$ cat src/pfb_pkg.sv
// Purpose: shared constants for the full-bridge steering and auto-shutdown block
// Assumes: APB slave, 32-bit data, one word per register
// Notes:   register offsets are byte addresses
package pfb_pkg;

  // ----------------------------------------------------------------
  // register map
  // ----------------------------------------------------------------
  localparam logic [7:0] ADDR_SHDN_CTRL = 8'h00;
  localparam logic [7:0] ADDR_BRIDGE    = 8'h04;
  localparam logic [7:0] ADDR_IRQ_STAT  = 8'h08;
  localparam logic [7:0] ADDR_IRQ_MASK  = 8'h0C;

  localparam logic [7:0] SHDN_CTRL_RESET = 8'h00;
  localparam logic [3:0] BRIDGE_RESET    = 4'h0;
  localparam logic [1:0] IRQ_RESET       = 2'h0;

  // ----------------------------------------------------------------
  // field positions
  // ----------------------------------------------------------------
  localparam int SHDN_FLAG_BIT = 7;
  localparam int SRC_MSB       = 6;
  localparam int SRC_LSB       = 4;
  localparam int AC_MSB        = 3;
  localparam int AC_LSB        = 2;
  localparam int BD_MSB        = 1;
  localparam int BD_LSB        = 0;
  // bridge control: bit0 enable, bit1 reverse, bit2 active-low polarity, bit3 comparator sync enable
  localparam int BR_EN_BIT     = 0;
  localparam int BR_REV_BIT    = 1;
  localparam int BR_POL_BIT    = 2;
  localparam int BR_SYNC_BIT   = 3;
  // interrupt bits: bit0 shutdown entered, bit1 shutdown left
  localparam int IRQ_ENTER_BIT = 0;
  localparam int IRQ_LEAVE_BIT = 1;

  // ----------------------------------------------------------------
  // source codes and pair states
  // ----------------------------------------------------------------
  localparam logic [2:0] SRC_OFF      = 3'h0;
  localparam logic [2:0] SRC_C1       = 3'h1;
  localparam logic [2:0] SRC_C2       = 3'h2;
  localparam logic [2:0] SRC_C1_C2    = 3'h3;
  localparam logic [2:0] SRC_FLT      = 3'h4;
  localparam logic [2:0] SRC_FLT_C1   = 3'h5;
  localparam logic [2:0] SRC_FLT_C2   = 3'h6;
  localparam logic [2:0] SRC_FLT_ALL  = 3'h7;

  localparam logic [1:0] PAIR_LOW  = 2'h0;
  localparam logic [1:0] PAIR_HIGH = 2'h1;

endpackage : pfb_pkg

$ cat src/pfb_bridge.sv
// Purpose: full-bridge steering with auto-shutdown and APB registers
// Assumes: inputs synchronous to CLK_SYS; external port logic honours output enables
// Notes:   shutdown flag is set by hardware and cleared by software writing zero
//
// Contract
// - full-bridge mode drives all four outputs a, b, c and d.
// - forward: a active, d modulated, b and c inactive.
// - reverse: c active, b modulated, a and d inactive.
// - bit 7 of shutdown control shows a shutdown has occurred.
// - source code 000 disables auto-shutdown entirely.
// - codes 001, 010, 011 trigger on comparator one, two, either high.
// - code 100 fault pin low; 101 adds comparator one; 110 adds two.
// - in shutdown a and c follow bits 3-2: low, high or high impedance.
// - in shutdown b and d follow bits 1-0: low, high or high impedance.
`timescale 1ns/1ps
module pfb_bridge (
  input  wire logic        CLK_SYS,
  input  wire logic        RESETN,
  input  wire logic        PSEL,
  input  wire logic        PENABLE,
  input  wire logic        PWRITE,
  input  wire logic [7:0]  PADDR,
  input  wire logic [31:0] PWDATA,
  input  wire logic [3:0]  PSTRB,
  output logic      [31:0] PRDATA,
  output logic             PREADY,
  output logic             PSLVERR,
  input  wire logic        PWM_IN,
  input  wire logic        TIMER_TICK,
  input  wire logic        COMPARATOR_ONE,
  input  wire logic        COMPARATOR_TWO,
  input  wire logic        FAULT_INPUT_PIN,
  output logic      [3:0]  BRIDGE_OUT,
  output logic      [3:0]  BRIDGE_OE,
  output logic             IRQ
);

  typedef struct packed {
    logic [7:0]  ctrl;
    logic [3:0]  bridge;
    logic [1:0]  stat;
    logic [1:0]  mask;
    logic [3:0]  out;
    logic [3:0]  oe;
    logic [31:0] rdata;
    logic        slverr;
  } pfb_state_t;

  pfb_state_t st_reg;
  pfb_state_t st_next;

  logic       trigger;
  logic [3:0] steer_level;
  logic       setup;
  logic       access;
  logic       wr;
  logic       shut_now;

  // ----------------------------------------------------------------
  // submodules
  // ----------------------------------------------------------------
  pfb_trigger u_trigger (
    .clk             (CLK_SYS),
    .rst_n           (RESETN),
    .source_select   (st_reg.ctrl[pfb_pkg::SRC_MSB:pfb_pkg::SRC_LSB]),
    .sync_enable     (st_reg.bridge[pfb_pkg::BR_SYNC_BIT]),
    .timer_tick      (TIMER_TICK),
    .comparator_one  (COMPARATOR_ONE),
    .comparator_two  (COMPARATOR_TWO),
    .fault_input_pin (FAULT_INPUT_PIN),
    .trigger         (trigger)
  );

  pfb_steer u_steer (
    .reverse    (st_reg.bridge[pfb_pkg::BR_REV_BIT]),
    .active_low (st_reg.bridge[pfb_pkg::BR_POL_BIT]),
    .pwm        (PWM_IN),
    .level      (steer_level)
  );

  // ----------------------------------------------------------------
  // bus decode
  // ----------------------------------------------------------------
  function automatic logic pfb_mapped(input logic [7:0] a);
    return (a == pfb_pkg::ADDR_SHDN_CTRL) || (a == pfb_pkg::ADDR_BRIDGE) ||
           (a == pfb_pkg::ADDR_IRQ_STAT) || (a == pfb_pkg::ADDR_IRQ_MASK);
  endfunction : pfb_mapped

  assign setup  = PSEL && !PENABLE;
  assign access = PSEL && PENABLE;
  assign wr     = access && PWRITE && PSTRB[0] && pfb_mapped(PADDR);

  // shutdown holds while the flag is set or the trigger is true right now
  assign shut_now = trigger || st_reg.ctrl[pfb_pkg::SHDN_FLAG_BIT];

  // ----------------------------------------------------------------
  // next state
  // ----------------------------------------------------------------
  always_comb begin
    logic [1:0] ev;
    logic [1:0] ac_st;
    logic [1:0] bd_st;
    ev      = 2'h0;
    ac_st   = 2'h0;
    bd_st   = 2'h0;
    st_next = st_reg;

    // register writes
    if (wr) begin
      unique case (PADDR)
        pfb_pkg::ADDR_SHDN_CTRL: st_next.ctrl = PWDATA[7:0];
        pfb_pkg::ADDR_BRIDGE:    st_next.bridge = PWDATA[3:0];
        pfb_pkg::ADDR_IRQ_STAT:  st_next.stat = st_reg.stat & ~PWDATA[1:0];
        pfb_pkg::ADDR_IRQ_MASK:  st_next.mask = PWDATA[1:0];
        default: ;
      endcase
    end

    // hardware sets the flag; a set beats a software clear in the same cycle
    if (trigger) begin
      st_next.ctrl[pfb_pkg::SHDN_FLAG_BIT] = 1'b1;
    end

    ev[pfb_pkg::IRQ_ENTER_BIT] = trigger && !st_reg.ctrl[pfb_pkg::SHDN_FLAG_BIT];
    ev[pfb_pkg::IRQ_LEAVE_BIT] = st_reg.ctrl[pfb_pkg::SHDN_FLAG_BIT] &&
                                 !st_next.ctrl[pfb_pkg::SHDN_FLAG_BIT];
    st_next.stat = st_next.stat | ev;

    // output stage
    ac_st = st_next.ctrl[pfb_pkg::AC_MSB:pfb_pkg::AC_LSB];
    bd_st = st_next.ctrl[pfb_pkg::BD_MSB:pfb_pkg::BD_LSB];
    if (!st_next.bridge[pfb_pkg::BR_EN_BIT]) begin
      st_next.out = 4'h0;
      st_next.oe  = 4'h0;
    end else if (trigger || st_next.ctrl[pfb_pkg::SHDN_FLAG_BIT]) begin
      st_next.out[0] = ac_st[0];
      st_next.out[2] = ac_st[0];
      st_next.oe[0]  = !ac_st[1];
      st_next.oe[2]  = !ac_st[1];
      st_next.out[1] = bd_st[0];
      st_next.out[3] = bd_st[0];
      st_next.oe[1]  = !bd_st[1];
      st_next.oe[3]  = !bd_st[1];
    end else begin
      st_next.out = steer_level;
      st_next.oe  = 4'hF;
    end

    // read data captured during setup, presented in access
    if (setup) begin
      st_next.slverr = !pfb_mapped(PADDR);
      st_next.rdata  = 32'h0000_0000;
      unique case (PADDR)
        pfb_pkg::ADDR_SHDN_CTRL: st_next.rdata[7:0] = st_reg.ctrl;
        pfb_pkg::ADDR_BRIDGE:    st_next.rdata[3:0] = st_reg.bridge;
        pfb_pkg::ADDR_IRQ_STAT:  st_next.rdata[1:0] = st_reg.stat;
        pfb_pkg::ADDR_IRQ_MASK:  st_next.rdata[1:0] = st_reg.mask;
        default: ;
      endcase
    end
  end

  always_ff @(posedge CLK_SYS) begin
    if (!RESETN) begin
      st_reg        <= '0;
      st_reg.ctrl   <= pfb_pkg::SHDN_CTRL_RESET;
      st_reg.bridge <= pfb_pkg::BRIDGE_RESET;
      st_reg.stat   <= pfb_pkg::IRQ_RESET;
      st_reg.mask   <= pfb_pkg::IRQ_RESET;
    end else begin
      st_reg <= st_next;
    end
  end

  // ----------------------------------------------------------------
  // outputs
  // ----------------------------------------------------------------
  // outputs are registered, so the pins follow the trigger one edge later
  assign BRIDGE_OUT = st_reg.out;
  assign BRIDGE_OE  = st_reg.oe;
  assign PRDATA     = st_reg.rdata;
  assign PREADY     = 1'b1;
  assign PSLVERR    = access && st_reg.slverr;
  assign IRQ        = |(st_reg.stat & st_reg.mask);
endmodule : pfb_bridge

$ cat src/pfb_trigger.sv
// Purpose: decode the selected shutdown source into one trigger level
// Assumes: comparator and fault inputs synchronous to the clock
// Notes:   comparator path may be delayed by the timer clock enable
`timescale 1ns/1ps
module pfb_trigger (
  input  wire logic       clk,
  input  wire logic       rst_n,
  input  wire logic [2:0] source_select,
  input  wire logic       sync_enable,
  input  wire logic       timer_tick,
  input  wire logic       comparator_one,
  input  wire logic       comparator_two,
  input  wire logic       fault_input_pin,
  output logic            trigger
);

  typedef struct packed {
    logic c1;
    logic c2;
  } pfb_trig_state_t;

  pfb_trig_state_t st_reg;
  pfb_trig_state_t st_next;
  logic            c1_eff;
  logic            c2_eff;

  // ----------------------------------------------------------------
  // comparator resynchronisation
  // ----------------------------------------------------------------
  always_comb begin
    st_next = st_reg;
    if (timer_tick) begin
      st_next.c1 = comparator_one;
      st_next.c2 = comparator_two;
    end
  end

  always_ff @(posedge clk) begin
    if (!rst_n) begin
      st_reg <= '0;
    end else begin
      st_reg <= st_next;
    end
  end

  assign c1_eff = sync_enable ? st_reg.c1 : comparator_one;
  assign c2_eff = sync_enable ? st_reg.c2 : comparator_two;

  // ----------------------------------------------------------------
  // source decode
  // ----------------------------------------------------------------
  function automatic logic pfb_decode(input logic [2:0] sel, input logic c1, input logic c2, input logic flt_n);
    logic r;
    r = 1'b0;
    unique case (sel)
      pfb_pkg::SRC_OFF:     r = 1'b0;
      pfb_pkg::SRC_C1:      r = c1;
      pfb_pkg::SRC_C2:      r = c2;
      pfb_pkg::SRC_C1_C2:   r = c1 | c2;
      pfb_pkg::SRC_FLT:     r = !flt_n;
      pfb_pkg::SRC_FLT_C1:  r = !flt_n | c1;
      pfb_pkg::SRC_FLT_C2:  r = !flt_n | c2;
      pfb_pkg::SRC_FLT_ALL: r = !flt_n | c1 | c2;
    endcase
    return r;
  endfunction : pfb_decode

  assign trigger = pfb_decode(source_select, c1_eff, c2_eff, fault_input_pin);
endmodule : pfb_trigger

$ cat src/pfb_steer.sv
// Purpose: steer modulation onto the four bridge outputs
// Assumes: pwm input is the modulated signal, active high; inverted here when active_low is set
// Notes:   purely combinational; registered in the top
`timescale 1ns/1ps
module pfb_steer (
  input  wire logic       reverse,
  input  wire logic       active_low,
  input  wire logic       pwm,
  output logic      [3:0] level
);

  logic act;
  logic inact;
  logic mod;

  assign act   = !active_low;
  assign inact = active_low;
  assign mod   = pwm ^ active_low;

  // ----------------------------------------------------------------
  // direction mapping, bit order d c b a
  // ----------------------------------------------------------------
  always_comb begin
    if (reverse) begin
      level = {inact, act, mod, inact};
    end else begin
      level = {mod, inact, inact, act};
    end
  end

endmodule : pfb_steer

$ cat config.mk
export PLATFORM = sky130hd
export DESIGN_NAME = pfb_bridge
export DESIGN_NICKNAME = d
export VERILOG_FILES = /design/src/pfb_pkg.sv /design/src/pfb_bridge.sv /design/src/pfb_trigger.sv /design/src/pfb_steer.sv
export SDC_FILE = /design/constraint.sdc
export NUM_CORES = 1
export LEC_CHECK = 0
export BUFFER_PORTS_ARGS = -buffer_cell sky130_fd_sc_hd__buf_2
export CAP_MARGIN = 20
export CORE_MARGIN = 5
export CORE_UTILIZATION = 48
export CTS_CLUSTER_DIAMETER = 200
export DETAILED_ROUTE_END_ITERATION = 10
export GPL_TIMING_DRIVEN = 0
export PLACE_DENSITY = 0.85
export SYNTH_ARGS = -nofsm -noshare
export SYNTH_HDL_FRONTEND = slang
export SYNTH_SLANG_ARGS = --single-unit
$ cat constraint.sdc
create_clock -name CLK_SYS -period 6.1 [get_ports CLK_SYS]
set_input_delay 1.22 -clock CLK_SYS [delete_from_list [all_inputs] [get_ports CLK_SYS]]
set_output_delay 1.22 -clock CLK_SYS [all_outputs]
set_load 0.02 [all_outputs]
# Word-level counts from Yosys, hierarchy flattened
# Index checks and enable logic that the tools add are counted.
# W data, S select, Z words.
dict set report classes {
  addsub 0
  mul 0
  div 0
  n_lt_le_gt_ge 0
  eq_ne 10
  n_shift 0
  mux 14
  bitwise_logic 9
  n_reduce_logical 27
}
# op count
set ops {}
lappend ops {{$eq A8 B4 Y1 const B} 2}
lappend ops {{$mux W16} 1}
lappend ops {{$mux W8} 2}
lappend ops {{$eq A3 B3 Y1 const B} 4}
lappend ops {{$mux W4} 3}
lappend ops {{$eq A8 B3 Y1 const B} 1}
lappend ops {{$logic_and A1 B1 Y1} 8}
lappend ops {{$logic_not A1 Y1} 8}
lappend ops {{$logic_not A8 Y1} 1}
lappend ops {{$pmux W1 S8} 1}
lappend ops {{$pmux W2 S4} 1}
lappend ops {{$reduce_and A2 Y1} 4}
lappend ops {{$eq A3 B2 Y1 const B} 2}
lappend ops {{$and A2 B2 Y2} 2}
lappend ops {{$logic_or A1 B1 Y1} 4}
lappend ops {{$mux W2} 2}
lappend ops {{$or A1 B1 Y1} 4}
lappend ops {{$pmux W2 S2} 1}
lappend ops {{$eq A3 B1 Y1 const B} 1}
lappend ops {{$logic_not A3 Y1} 1}
lappend ops {{$mux W1} 3}
lappend ops {{$not A2 Y2} 1}
lappend ops {{$or A2 B2 Y2} 1}
lappend ops {{$reduce_or A2 Y1} 1}
lappend ops {{$xor A1 B1 Y1} 1}
dict set report word_totals {
  reg_bits 35
  latchBits 0
  ramBits 0
  rom_bits 0
  input_bits 54
  output_inout_bits 43
  word_cells 72
  n_memories 0
}

# Logic depth before layout (Yosys ltp)
dict set report logic_depth {
  depth_word 10
  depth_mapped 9
  mapped_depth_nobuf 7
}

# Modules after synthesis
# Synthesis repeated with hierarchy kept, for this count alone.
dict set report hier_totals {
  cells_unflattened 200
  hier_area_um2 1821.7
}
# module n_inst cells_each area_each_um2 seq_area_each_um2
set by_module_without_submodules {}
lappend by_module_without_submodules {pfb_bridge 1 184 1675.4 620.6}
lappend by_module_without_submodules {pfb_trigger 1 10 106.4 40.0}
lappend by_module_without_submodules {pfb_steer 1 6 40.0 0.0}

# Worst setup path after synthesis
# Ideal clock, no wire load.
dict set report synth_path {
  path_type {input-to-reg}
  start {input PADDR[7]}
  end {register st_reg (netlist bit BRIDGE_OUT[0])}
  setup_time_ps 65
  arrival_time_ps 3146
  required_time_ps 6035
  setup_slack_ps 2889
  cell_stages 6
  n_path_buf 1
  path_cell_list {or4_4 > or4b_1 > buf_4 > a221oi_4 > mux2_1 > nor2_1}
}
dict set report synth_via {
  elab_chain_len 9
  word_cells_on_any_way 15
  cone_classes {3 x eq/ne; 5 x mux; 7 x reduce/logical}
}
# element line_no
set synth_rtl {}
lappend synth_rtl {{start, declared} pfb_bridge.sv:22} ;# input wire logic [7:0] PADDR,
lappend synth_rtl {{$eq A8 B3 Y1 or $logic_not A8 Y1 (tied branches)} {pfb_bridge.sv:85, pfb_bridge.sv:110}}
lappend synth_rtl {{$logic_or A1 B1 Y1 (2 in series)} pfb_bridge.sv:85} ;# return (a == pfb_pkg::ADDR_SHDN_CTRL) || (a == pfb_pkg::ADDR_BRIDGE) ||
lappend synth_rtl {{$logic_or A1 B1 Y1} pfb_bridge.sv:86} ;# (a == pfb_pkg::ADDR_IRQ_STAT) || (a == pfb_pkg::ADDR_IRQ_MASK);
lappend synth_rtl {{$logic_and A1 B1 Y1} pfb_bridge.sv:91} ;# assign wr = access && PWRITE && PSTRB[0] && pfb_mapped(PADDR);
lappend synth_rtl {{$mux W16 (*)} pfb_bridge.sv:109} ;# if (wr) begin
lappend synth_rtl {{$mux W1} pfb_bridge.sv:120} ;# if (trigger) begin
lappend synth_rtl {{$logic_or A1 B1 Y1} pfb_bridge.sv:135} ;# end else if (trigger || st_next.ctrl[pfb_pkg::SHDN_FLAG_BIT]) begin
lappend synth_rtl {{$mux W8} pfb_bridge.sv:135}
lappend synth_rtl {{end signal, assigned} pfb_bridge.sv:171} ;# st_reg <= st_next;
lappend synth_rtl {{end, declared} pfb_bridge.sv:49} ;# pfb_state_t st_reg;
# Mark *: on every way between the ends. The rest lies on a longest branch, timed or not.
# A chain may end at the register's enable or synchronous reset.

# Worst setup path in the final report
dict set report layout_path {
  start {input PADDR[7]}
  end {register st_reg (netlist bit BRIDGE_OUT[3])}
}
# Same word-level chain as after synthesis.

==> flow_summary.ini <==
[synth]
synth.top_cell.area_share_pct = 36.3
yosysMostFrequentCell = buf_4
ys_seq_elements = 33
syn_inst = 197
synth_flop_cell = dfxtp_1
yosysSeqAreaShare_pct = 36.3
yosys-top-cells-count = buf_4, dfxtp_1, nor2b_1
synth_cell_types = 45
synth_edf_count = 0
async_flop_share_pct = 0
syn_area_mm2 = 0.00182
yosys_warnings = 0
avgSynthCellArea_um2 = 9.24
synth_area_leader_cell = dfxtp_1
synthTopCellsByArea = dfxtp_1, buf_4, nor2b_1, mux2i_1, nand2_1

[hold_path]
min_path_type = register to register
worstHoldStart = st_reg[52]$_SDFF_PN0_

[cells_and_area]
area_growth_pct = 25.7
nets = 325
final_core_util_pct = 62.5
largest_register_ffs = 17
fill_cells = 323
drive_above_1_share_pct = 37.9
antenna_cells = 0
fin_area_mm2 = 0.00229
finalNonFillerCells = 320

[routing]
num_vias = 1518
drtIter0Drc = 68
drc = 0
via_per_inst = 4.74
postRouteAntennaNets = 0
first_pass_iters = 4
wl_per_cell_um = 12.3
wl_um = 3940

[sta]
max_slew_margin_pct = 51.6
grt_setup_unrepaired = no
timing.fmax_mhz = 312
setup_viol = 0
fin_skew_ns = 0.00127
slew_viol_final = 0
finalSetupTns_ns = 0
final.setup.worst_slack_ns = 2.90
tightest_slew_ns = 0.721
period_minus_slack_ns = 3.20
final_hold_viol_count = 0
period_share_pct = 52.5

[place]
dp_hpwl_um = 3160
dp.cells = 312
gp_congestion = 0.827
place_area_mm2 = 0.00219
port_buffers = 44
place_ws_ns = 2.62

[floorplanning]
fp.dieH_um = 71.6
num_rows = 22
initial_core_util_pct = 49.7
pin_count = 97
die-area_mm2 = 0.00512
die_w_um = 71.6
core_mm2 = 0.00366

[worst_setup_path]
arrival_ns = 3.37
crit_required_ns = 6.26
r2r_start = st_reg[48]$_SDFFE_PN0P_
cp-start-kind = input pin
critical_path_class = input pin to register
endpoint_kind = register
crit_fanout = 5
crit_path_start = PADDR[7]

[clocking]
cts_sinks = 33
cts_root_buf = clkbuf_8
htreeDepth = 2
clkLatencyLatePin_ns = 0.29
cts_buffers = 5
cts_buffer_depth = 2
cts_resized = 0
clk_pin_slew_ns = 0.06
post_cts_buffers = 0
cts_hold_buf = 0
cts_tree = done

[status]
outcome = complete, no violations

[global_routing]
grt-ovfl-total = 0
antenna_found_initial = 0
grt_pass1_wl_um = 6240
grt.total_usage_pct = 15.5
grt_max_degree = 11
first_global_vias = 1383

[power]
p_leak_nw = 1.12
power_density_mw_per_mm2 = 197
irDropWorstVdd_v = 0.000133

[job]
drv_cap = 0
## per-layer routing
metal / vias up / routed length, um / track usage [%]
li1: 761 / - / -
met1: 686 / 1560 / 18.1
met2: 61 / 1940 / 25.2
met3: 10 / 327 / 4.07
met4: 0 / 109 / 9.81
met5: - / 0 / 0
## report_power, final
part           switching [W]  internal, W  leakage (nW)  total (W)
logic              0.0000302    0.0000241         0.796  0.0000543
registers        0.000000594     0.000217         0.266   0.000217
clock network      0.0000779     0.000102        0.0542   0.000180
total               0.000109     0.000343          1.12   0.000451
## metrics by stage
stage	power, W	hold WS [ns]
after global routing	0.000466	0.510
after CTS	0.000454	0.485
final	0.000451	0.482
after detailed placement	0.000275	0.475
after floorplan	0.000261	0.449
after global placement	0.000275	0.469
## critical path: stages
cell	delay (ns)
buf_2	0.10
or4_4	0.55
or4_1	0.49
clkbuf_1	0.22
a31oi_1	0.45
inv_1	0.14
o21ai_1	0.14
a21oi_1	0.06
## logic make-up after synthesis
family,after synthesis,synth area share (%)
AO/OA/AOI/OAI,27,11.7
XOR/XNOR,3,1.44
buffers and inverters,53,19.6
flip-flops,33,36.3
multiplexers,16,10.4
other,2,0.413
AND/OR/NAND/NOR,63,20.1
## worst paths after layout
kind	endpoint	slack, ns	cells after the start
max reg2reg	BRIDGE_OUT[0]$_SDFF_PN0_	4.05	5
min	st_reg[52]$_SDFF_PN0_	0.48	2
max	BRIDGE_OUT[3]$_SDFF_PN0_	2.90	8
min reg2reg	st_reg[52]$_SDFF_PN0_	0.48	2
## layout make-up
class / instances / area (um2) / area share (%)
Buffer: 50 / 345 / 15.1
Clock buffer: 7 / 96.3 / 4.21
Clock inverter: 1 / 5.00 / 0.219
Inverter: 3 / 11.3 / 0.492
Multi-Input combinational cell: 134 / 890 / 38.9
Sequential cell: 33 / 661 / 28.9
Tap cell: 48 / 60.1 / 2.62
Timing Repair Buffer: 44 / 220 / 9.62
## placed cells by master (no fill, tap or decap), types with 4 or more instances in the layout
| cell type | n |
|---|---|
| a21boi_0 | 5 |
| a21oi_1 | 4 |
| a22oi_1 | 6 |
| buf_2 | 44 |
| buf_4 | 42 |
| clkbuf_1 | 8 |
| clkbuf_8 | 7 |
| conb_1 | 25 |
| dfxtp_1 | 33 |
| mux2i_1 | 10 |
| nand2_1 | 14 |
| nor2_1 | 6 |
| nor2b_1 | 20 |
Power figures use the tool's default switching activity.
